[src/shared/io_out_map.vh]
// Purpose: constants for the output path cell and its register map
// Assumes: 32-bit Avalon-MM word addressing by byte address
// Notes: none
`ifndef IO_OUT_MAP_VH
`define IO_OUT_MAP_VH
`define CFG_ADDR 4'h0
`define CTRL_ADDR 4'h4
`define STAT_ADDR 4'h8
`define CFG_OUT_INV 0
`define CFG_TRI_INV 1
`define CFG_REG_SEL 2
`define CFG_INIT_SET 3
`define CFG_CE_OUT 4
`define CFG_CE_IN 5
`define CTRL_OUT 0
`define CTRL_TRI 1
`define CTRL_CE 2
`define CTRL_CE_DRIVEN 3
`define CTRL_TRI_DRIVEN 4
`define CTRL_GLOBAL_SET_RESET 5
`define CFG_WIDTH 6
`define CTRL_WIDTH 6
`define STAT_PAD_OUT 0
`define STAT_PAD_OE 1
`define STAT_CAPTURE 2
`define STAT_PAD_SYNC 3
`define BE_LANE0 0
`define CFG_RESET 6'h00
`define CTRL_RESET 6'h00
`define WAIT_RESET 1'h1
`define PIN_RESET 1'h0
`define CE_IDLE_LEVEL 1'h1
`define TRI_IDLE_LEVEL 1'h0
`define RDATA_ZERO 32'h0000_0000
`define UNMAPPED_DATA 32'h0000_0000
`endif

[src/hdl/out_flop.v]
// Purpose: output storage flip-flop with clock enable and init value
// Assumes: init asserted forces the configured init value
// Notes: init wins over enable
`timescale 1ns/1ps
module out_flop (
  input wire clk,
  input wire init,
  input wire init_val,
  input wire ce,
  input wire d,
  output reg q
);
  always @(posedge clk) begin
    if (init) begin
      q <= init_val;
    end else if (ce) begin
      q <= d;
    end
  end
endmodule // out_flop

[src/hdl/io_output_path_register.v]
// Purpose: output path of one I/O cell, configured over Avalon-MM
// Assumes: one clock; srst doubles as power-up init
// Notes: writes answer with waitrequest low in the second cycle
//
// Decided for this implementation: the register addresses and the Avalon-MM interface to the registers.
`timescale 1ns/1ps
`include "io_out_map.vh"
module io_output_path_register (
  input wire clk,
  input wire srst,
  input wire [3:0] address,
  input wire read,
  input wire write,
  input wire [31:0] writedata,
  input wire [3:0] byteenable,
  output reg [31:0] readdata,
  output reg waitrequest,
  input wire pad_in,
  output reg pad_out,
  output reg pad_oe,
  output reg in_capture_r
);
  // handshake states of the slave side
  localparam [0:0] BUS_IDLE = 1'h0;
  localparam [0:0] BUS_ANSWER = 1'h1;
  localparam CFG_W = `CFG_WIDTH;
  localparam CTRL_W = `CTRL_WIDTH;

  ////////////////////////////////////////////////////////////////
  // helpers

  // one address compare serves both the write decode and the read mux
  function addr_hit;
    input [3:0] addr;
    input [3:0] target;
    begin
      addr_hit = (addr == target);
    end
  endfunction

  // polarity select: a set invert bit flips the signal
  function apply_polarity;
    input value;
    input invert;
    begin
      apply_polarity = value ^ invert;
    end
  endfunction

  // a control left undriven falls back to its idle level
  function driven_or_default;
    input driven;
    input value;
    input idle_level;
    begin
      driven_or_default = driven ? value : idle_level;
    end
  endfunction

  // every defined field sits in byte lane 0; other lanes are ignored
  function lane0_write;
    input wr;
    input [3:0] be;
    begin
      lane0_write = wr & be[`BE_LANE0];
    end
  endfunction

  ////////////////////////////////////////////////////////////////
  // state

  reg [CFG_W-1:0] cfg_r;
  reg [CFG_W-1:0] cfg_nxt;
  reg [CTRL_W-1:0] ctrl_r;
  reg [CTRL_W-1:0] ctrl_nxt;
  reg bus_state_r;
  reg bus_state_nxt;
  reg waitrequest_nxt;
  reg [31:0] rd_word;
  reg [31:0] readdata_nxt;
  reg pad_out_nxt;
  reg pad_oe_nxt;
  reg capture_nxt;
  reg pad_s1_r;
  reg pad_s2_r;
  wire request;
  wire take;
  wire complete;
  wire wr_lane0;
  wire out_q;
  wire logic_cell_clock_enable;
  wire tri_ctl;
  wire tri_eff;
  wire out_eff;
  wire global_set_reset_net;
  wire flop_init_value;
  wire out_flop_ce;
  wire in_elem_ce;

  ////////////////////////////////////////////////////////////////
  // bus slave: a request is taken on its first edge and answered on the next
  // no back-pressure beyond that one wait cycle; a request dropped early is abandoned

  assign request = read | write;
  assign take = request & (bus_state_r == BUS_IDLE);
  assign complete = request & (bus_state_r == BUS_ANSWER);
  assign wr_lane0 = lane0_write(write, byteenable);

  always @* begin
    bus_state_nxt = bus_state_r;
    waitrequest_nxt = `WAIT_RESET;
    case (bus_state_r)
      BUS_IDLE: begin
        if (request) begin
          bus_state_nxt = BUS_ANSWER;
          waitrequest_nxt = ~`WAIT_RESET;
        end
      end
      BUS_ANSWER: begin
        // master sees waitrequest low on this edge and drops the request after it
        bus_state_nxt = BUS_IDLE;
      end
      default: begin
        bus_state_nxt = BUS_IDLE;
      end
    endcase
  end

  // read word from the live registers; unmapped offsets read as a fixed word
  always @* begin
    rd_word = `RDATA_ZERO;
    if (addr_hit(address, `CFG_ADDR)) begin
      rd_word[CFG_W-1:0] = cfg_r;
    end else if (addr_hit(address, `CTRL_ADDR)) begin
      rd_word[CTRL_W-1:0] = ctrl_r;
    end else if (addr_hit(address, `STAT_ADDR)) begin
      rd_word[`STAT_PAD_OUT] = pad_out;
      rd_word[`STAT_PAD_OE] = pad_oe;
      rd_word[`STAT_CAPTURE] = in_capture_r;
      rd_word[`STAT_PAD_SYNC] = pad_s2_r;
    end else begin
      rd_word = `UNMAPPED_DATA;
    end
  end

  // read data is captured when the request is taken and stands until the next one
  always @* begin
    readdata_nxt = readdata;
    if (take) begin
      readdata_nxt = rd_word;
    end
  end

  // a write lands on the edge at which the master sees waitrequest low
  always @* begin
    cfg_nxt = cfg_r;
    ctrl_nxt = ctrl_r;
    if (complete & wr_lane0) begin
      if (addr_hit(address, `CFG_ADDR)) begin
        cfg_nxt = writedata[CFG_W-1:0];
      end
      if (addr_hit(address, `CTRL_ADDR)) begin
        ctrl_nxt = writedata[CTRL_W-1:0];
      end
    end
  end

  always @(posedge clk) begin
    if (srst) begin
      bus_state_r <= BUS_IDLE;
    end else begin
      bus_state_r <= bus_state_nxt;
    end
  end

  always @(posedge clk) begin
    if (srst) begin
      waitrequest <= `WAIT_RESET;
    end else begin
      waitrequest <= waitrequest_nxt;
    end
  end

  always @(posedge clk) begin
    if (srst) begin
      readdata <= `RDATA_ZERO;
    end else begin
      readdata <= readdata_nxt;
    end
  end

  always @(posedge clk) begin
    if (srst) begin
      cfg_r <= `CFG_RESET;
    end else begin
      cfg_r <= cfg_nxt;
    end
  end

  always @(posedge clk) begin
    if (srst) begin
      ctrl_r <= `CTRL_RESET;
    end else begin
      ctrl_r <= ctrl_nxt;
    end
  end

  ////////////////////////////////////////////////////////////////
  // output path

  // undriven enable reads high, undriven tristate reads low
  assign logic_cell_clock_enable = driven_or_default(ctrl_r[`CTRL_CE_DRIVEN],
    ctrl_r[`CTRL_CE], `CE_IDLE_LEVEL);
  assign tri_ctl = driven_or_default(ctrl_r[`CTRL_TRI_DRIVEN],
    ctrl_r[`CTRL_TRI], `TRI_IDLE_LEVEL);

  // inversions sit ahead of the flop and of the driver enable
  assign out_eff = apply_polarity(ctrl_r[`CTRL_OUT], cfg_r[`CFG_OUT_INV]);
  assign tri_eff = apply_polarity(tri_ctl, cfg_r[`CFG_TRI_INV]);

  // one enable, gated separately towards the output flop and the input element
  assign out_flop_ce = logic_cell_clock_enable & cfg_r[`CFG_CE_OUT];
  assign in_elem_ce = logic_cell_clock_enable & cfg_r[`CFG_CE_IN];

  // srst stands in for power-up; the control bit is a held level, so the flop
  // stays at its init value for as long as software keeps it set
  assign global_set_reset_net = srst | ctrl_r[`CTRL_GLOBAL_SET_RESET];
  assign flop_init_value = cfg_r[`CFG_INIT_SET];

  // init wins over enable inside the flop
  out_flop u_flop (
    .clk(clk),
    .init(global_set_reset_net),
    .init_val(flop_init_value),
    .ce(out_flop_ce),
    .d(out_eff),
    .q(out_q)
  );

  // registered path shows the flop, direct path the live value
  always @* begin
    pad_out_nxt = out_eff;
    if (cfg_r[`CFG_REG_SEL]) begin
      pad_out_nxt = out_q;
    end
  end

  // tristate high releases the pad whatever the flop holds
  always @* begin
    pad_oe_nxt = ~tri_eff;
  end

  // pad registered here so every output comes from a flop; costs one cycle
  always @(posedge clk) begin
    if (srst) begin
      pad_out <= `PIN_RESET;
    end else begin
      pad_out <= pad_out_nxt;
    end
  end

  always @(posedge clk) begin
    if (srst) begin
      pad_oe <= `PIN_RESET;
    end else begin
      pad_oe <= pad_oe_nxt;
    end
  end

  ////////////////////////////////////////////////////////////////
  // input side

  // the pad is asynchronous to clk; only the second stage feeds logic
  always @(posedge clk) begin
    if (srst) begin
      pad_s1_r <= `PIN_RESET;
      pad_s2_r <= `PIN_RESET;
    end else begin
      pad_s1_r <= pad_in;
      pad_s2_r <= pad_s1_r;
    end
  end

  // the input element keeps what the synchroniser showed when the enable last fired
  always @* begin
    capture_nxt = in_capture_r;
    if (in_elem_ce) begin
      capture_nxt = pad_s2_r;
    end
  end

  always @(posedge clk) begin
    if (srst) begin
      in_capture_r <= `PIN_RESET;
    end else begin
      in_capture_r <= capture_nxt;
    end
  end
endmodule // io_output_path_register

[config.mk]
export PLATFORM = sky130hd
export DESIGN_NAME = io_output_path_register
export DESIGN_NICKNAME = d
export VERILOG_FILES = /design/src/hdl/out_flop.v /design/src/hdl/io_output_path_register.v
export VERILOG_INCLUDE_DIRS = /design/src /design/src/shared
export SDC_FILE = /design/constraint.sdc
export NUM_CORES = 1
export LEC_CHECK = 0
export ABC_CLOCK_PERIOD_IN_PS = 1600
export BUFFER_PORTS_ARGS = -buffer_cell sky130_fd_sc_hd__buf_2
export CORE_ASPECT_RATIO = 0.9
export CORE_MARGIN = 2
export CORE_UTILIZATION = 44
export CTS_BUF_LIST = sky130_fd_sc_hd__clkbuf_8
export CTS_CLUSTER_SIZE = 25
export DETAILED_ROUTE_END_ITERATION = 12
export PLACE_DENSITY = 0.92
export SYNTH_ARGS = -nofsm -noshare
export SYNTH_HDL_FRONTEND = slang
export SYNTH_SLANG_ARGS = --single-unit
[constraint.sdc]
create_clock -name clk -period 1.6 [get_ports clk]
set_clock_uncertainty 0.15 [all_clocks]
set_input_delay 0.32 -clock clk [delete_from_list [all_inputs] [get_ports clk]]
set_output_delay 0.32 -clock clk [all_outputs]
set_load 0.01 [all_outputs]
### Word level (Yosys, flattened, before mapping)

Cells that the tools add are included.

* flip-flop bits (word level): 26
* logic and storage cells: 41
* input port bits: 45
* output and inout port bits: 36

* reductions and logical operators: 5
* bitwise logic cells: 12
* muxes and demuxes: 11
* equal/unequal tests: 2

Operators by type and width (number)
* 6-bit two-way mux: 2
* 1-bit two-way mux: 7
* 1-bit AND: 6
* 4-bit by 3-bit equality test with 1-bit output, second input constant: 1
* 4-bit equality test, second input constant: 1
* 4-bit zero test: 1
* 4-bit two-way mux: 1
* 2-bit AND reduction: 2
* 1-bit inverter: 2
* 1-bit bitwise OR: 2
* 1-bit one-hot mux with 2 select lines: 1
* 2-bit nonzero test: 1
* 2-bit OR reduction: 1
* 1-bit bitwise XOR: 2

### Depth between registers and ports, before layout

* depth in word-level cells: 4
* mapped depth: 5
* gate-level depth less buffers: 3

### Modules after synthesis

A second synthesis with hierarchy kept.

* cells, all modules: 137
* area, all modules: 1370.1 um^2

By module, submodules not included
* io_output_path_register: area an instance 1318.8 um^2, cells each 134, instances 1
* out_flop: area an instance 51.3 um^2, cells each 3, instances 1

### Worst setup path after synthesis

Ideal clock, no wire load.

* kind: input to register
* start: in address[3]
* end: reg cfg_r[0]
* stages on the path: 4
* library setup time: 0.132 ns
* data arrival time: 1.198 ns
* setup slack: 0.120 ns
* path buffers: 1
* path through: buf_6 -> or4_4 -> o21ai_1 -> a21oi_1

* longest elaborated chain between the ends: 2

Ends and longest elaborated chain
* start, declared: line io_output_path_register.v:11 `input wire [3:0] address,`
* 4-bit zero test: line io_output_path_register.v:37 `addr_hit = (addr == target);`
* 2-bit AND reduction (no line)
* end signal, assigned: line io_output_path_register.v:194 `` cfg_r <= `CFG_RESET; ``
* end signal, assigned: line io_output_path_register.v:196 `cfg_r <= cfg_nxt;`
* end, declared: line io_output_path_register.v:72 `reg [CFG_W-1:0] cfg_r;`

No other way between the ends.
A chain may end at the register's enable or synchronous reset.

### Worst setup path in the final report

* start: reg bus_state_r
* end: reg ctrl_r[3]

* longest elaborated chain between the ends: 3

Ends and longest elaborated chain
* start, declared: line io_output_path_register.v:76 `reg bus_state_r;`
* start signal, assigned: line io_output_path_register.v:172 `bus_state_r <= bus_state_nxt;`
* 1-bit AND: line io_output_path_register.v:106 `assign complete = request & (bus_state_r == BUS_ANSWER);`
* 1-bit AND: line io_output_path_register.v:158 `if (complete & wr_lane0) begin`
* 2-bit AND reduction (no line)
* end signal, assigned: line io_output_path_register.v:202 `` ctrl_r <= `CTRL_RESET; ``
* end signal, assigned: line io_output_path_register.v:204 `ctrl_r <= ctrl_nxt;`
* end, declared: line io_output_path_register.v:74 `reg [CTRL_W-1:0] ctrl_r;`

No other way between the ends.

==> flow_metrics.env <==
export IMPL_crit_path_max_fanout=12
export IMPL_worst_pin_slew_ns=0.511
export IMPL_slew_headroom_pct=65.8
export IMPL_synthSimpleGateAreaFrac_pct=22.5
export IMPL_antenna_cells=0
export IMPL_place_congestion=0.789
export IMPL_outcome="complete, no violations"
export IMPL_r2r_start="bus_state_r"
export IMPL_crit_chain="nand3_1 > o21ai_1 > a21oi_1"
export IMPL_io_pins=81
export IMPL_cp_slowest_stage_delay_ns=0.38
export IMPL_drtPass1Iterations=4
export IMPL_synth_edf_count=1
export IMPL_crit_required_ns=1.60
export IMPL_port_buffers=25
export IMPL_die_w_um=62.4
export IMPL_synthFlopType="dfxtp_1"
export IMPL_layout_setup_ws_ns=0.192
export IMPL_reg_largest_list="cfg_r (6), ctrl_r (6), readdata (6)"
export IMPL_synth_top_family_by_area="simple AND/OR/NAND/NOR gates"
export IMPL_p_leak_nw=0.622
export IMPL_r2r_end="ctrl_r[3]"
export IMPL_synth_seq_area_share_pct=39.3
export IMPL_vias_per_cell=4.88
export IMPL_synth_cells_most_frequent="buf_4 (26), dfxtp_1 (25), a21oi_1 (18)"
export IMPL_ctsRootBufferMaster="clkbuf_8"
export IMPL_ys_ff_latch=26
export IMPL_synthXorXnorAreaFrac_pct=1.30
export IMPL_synthArstFlopShare_pct=0
export IMPL_globalRouteTotalUtil_pct=16.0
export IMPL_holdWs_ns=0.107
export IMPL_synth_compound_area_share_pct=18.0
export IMPL_synth_top_area_share_pct=37.0
export IMPL_cts_setup_buffers=0
export IMPL_final_max_slew_viol_count=0
export IMPL_synth_top_cell_by_area="dfxtp_1"
export IMPL_max_freq_mhz=710
export IMPL_start_kind="flop"
export IMPL_worstSkewPairLatency_ns=0.27
export IMPL_reg2reg_slack_ns=0.19
export IMPL_ys_top_cells_by_area="dfxtp_1 (37%), buf_4 (14%), a21oi_1 (6.7%), nand3_1 (5.2%), o21ai_1 (4.4%)"
export IMPL_yosysMostFrequentCell="buf_4"
export IMPL_grt_ovfl_total=0
export IMPL_ys_warnings_count=0
export IMPL_numCtsBuffers=3
export IMPL_cp_num_cells=3
export IMPL_place_detailed_hpwl_mm=2.05
export IMPL_worstSetupStartpoint="bus_state_r"
export IMPL_cts_num_sinks=26
export IMPL_synthCells=152
export IMPL_fin_crit_ns=1.41
export IMPL_drive_gt1_share_pct=24.6
export IMPL_synth_avg_cell_area_um2=8.89
export IMPL_clk_pin_slew_worst_paths_ns=0.09
export IMPL_core_area_um2=3000
export IMPL_syn_area_um2=1350
export IMPL_irDropWorstVdd_uv=518
export IMPL_cts_tree="yes"
export IMPL_cts_resized=0
export IMPL_wire_per_inst_um=12.0
export IMPL_worstSetupPathType="reg -> reg"
export IMPL_synth_mux_area_share_pct=0
export IMPL_final_nets=229
export IMPL_cp_end_kind="flop"
export IMPL_dieArea_um2=3530
export IMPL_setup_viol=0
export IMPL_ff2ff_path_depth=3
export IMPL_p_per_area_nw_per_um2=803
export IMPL_ctsHoldBuffers=0
export IMPL_initial_utilization_pct=45.1
export IMPL_arrival_ns=1.41
export IMPL_die_h_um=56.6
export IMPL_yosys_area_share_adder_pct=0
export IMPL_num_rows=19
export IMPL_cap_violations=0
export IMPL_drt_iter0_markers=44
export IMPL_htree_levels=1
export IMPL_path_delay_family="compound AO/OA/AOI/OAI gates"
export IMPL_antenna_found_initial=0
export IMPL_drc_errors=0
export IMPL_fin_crit_sh_pct=88.0
export IMPL_vias=1098
export IMPL_grt_pass1_wl_mm=4.46
export IMPL_cts_buffer_depth=2
export IMPL_cp_buffers_inverters=0
export IMPL_routed_wl_mm=2.69
export IMPL_rsz0062_at_grt="false"
export IMPL_hold_violations=0
export IMPL_post_dp_cell_area_um2=1450
export IMPL_ant_nets=0
export IMPL_design_area_um2=1500
export IMPL_min_path_type="in -> reg"
export IMPL_critPathSlowestCell="nand3_1"
export IMPL_grt_pass1_vias=984
export IMPL_hp_start="pad_in"
export IMPL_crit_path_end="ctrl_r[3]"
export IMPL_synthToLayoutAreaGrowth_pct=10.8
export IMPL_place_ws_ns=-0.0104
export IMPL_grt_max_degree=15
export IMPL_yosysUniqueCellTypes=29
## logic make-up after synthesis
logic type             after synthesis
AO/OA/AOI/OAI                       40
XOR/XNOR                             2
buffers and inverters               35
flip-flops                          26
other                                1
AND/OR/NAND/NOR                     48
## worst register-to-register path, stage by stage, from the launching register on
cell	delay [ns]
dfxtp_1	0.36
nand3_1	0.38
o21ai_1	0.31
a21oi_1	0.09
## worst min-delay path by stage
stage,depth (start not counted),to
finish,2,pad_s1_r
global route,2,pad_s1_r
CTS,2,pad_s1_r
detailed placement,1,pad_s2_r
global placement,1,pad_s2_r
floorplan,1,pad_s2_r
## stage by stage
step / instances / util, % / setup TNS [ns] / total power, mW
2_1_floorplan: 177 / - / 0 / 0.835
3_3_place_gp: 221 / 48.5 / 0 / 0.845
3_5_place_dp: 221 / 48.5 / -0.0170 / 0.850
4_1_cts: 225 / 50.0 / 0 / 1.21
5_1_grt: 225 / 50.0 / 0 / 1.26
6_report: 225 / 50.0 / 0 / 1.20
## power by group
part	switching [mW]	total (mW)	leakage [nW]	internal [mW]
sequential	0.00654	0.673	0.213	0.666
combinational	0.103	0.163	0.381	0.0600
clock	0.194	0.366	0.0269	0.172
## layer usage
layer / vias up / track usage [%] / part of all wire [%]
met5: - / 0 / 0
met4: 0 / 4.44 / 1.6
met3: 9 / 5.41 / 9.6
met2: 53 / 27.3 / 49
met1: 493 / 19.2 / 39
li1: 543 / - / -
## cell type report
type	count	area, um^2
multi-input cells	116	662
well taps	42	52.6
clock inverters	1	3.75
repair buffers	35	200
inverters	2	7.51
clock buffers	3	41.3
fillers	322	1500
flip-flops and latches	26	531
## cells in the final DEF, fill, tap and decap left out, types with 4 or more instances in the layout
cell	instances
o21ai_1	12
nor2_1	7
nand2_1	4
nor2b_1	6
a21oi_1	18
a32o_1	4
buf_4	10
nand3_1	14
conb_1	26
nand2b_1	9
buf_2	25
dfxtp_1	25
No activity file was read; power rests on OpenSTA's default activity.
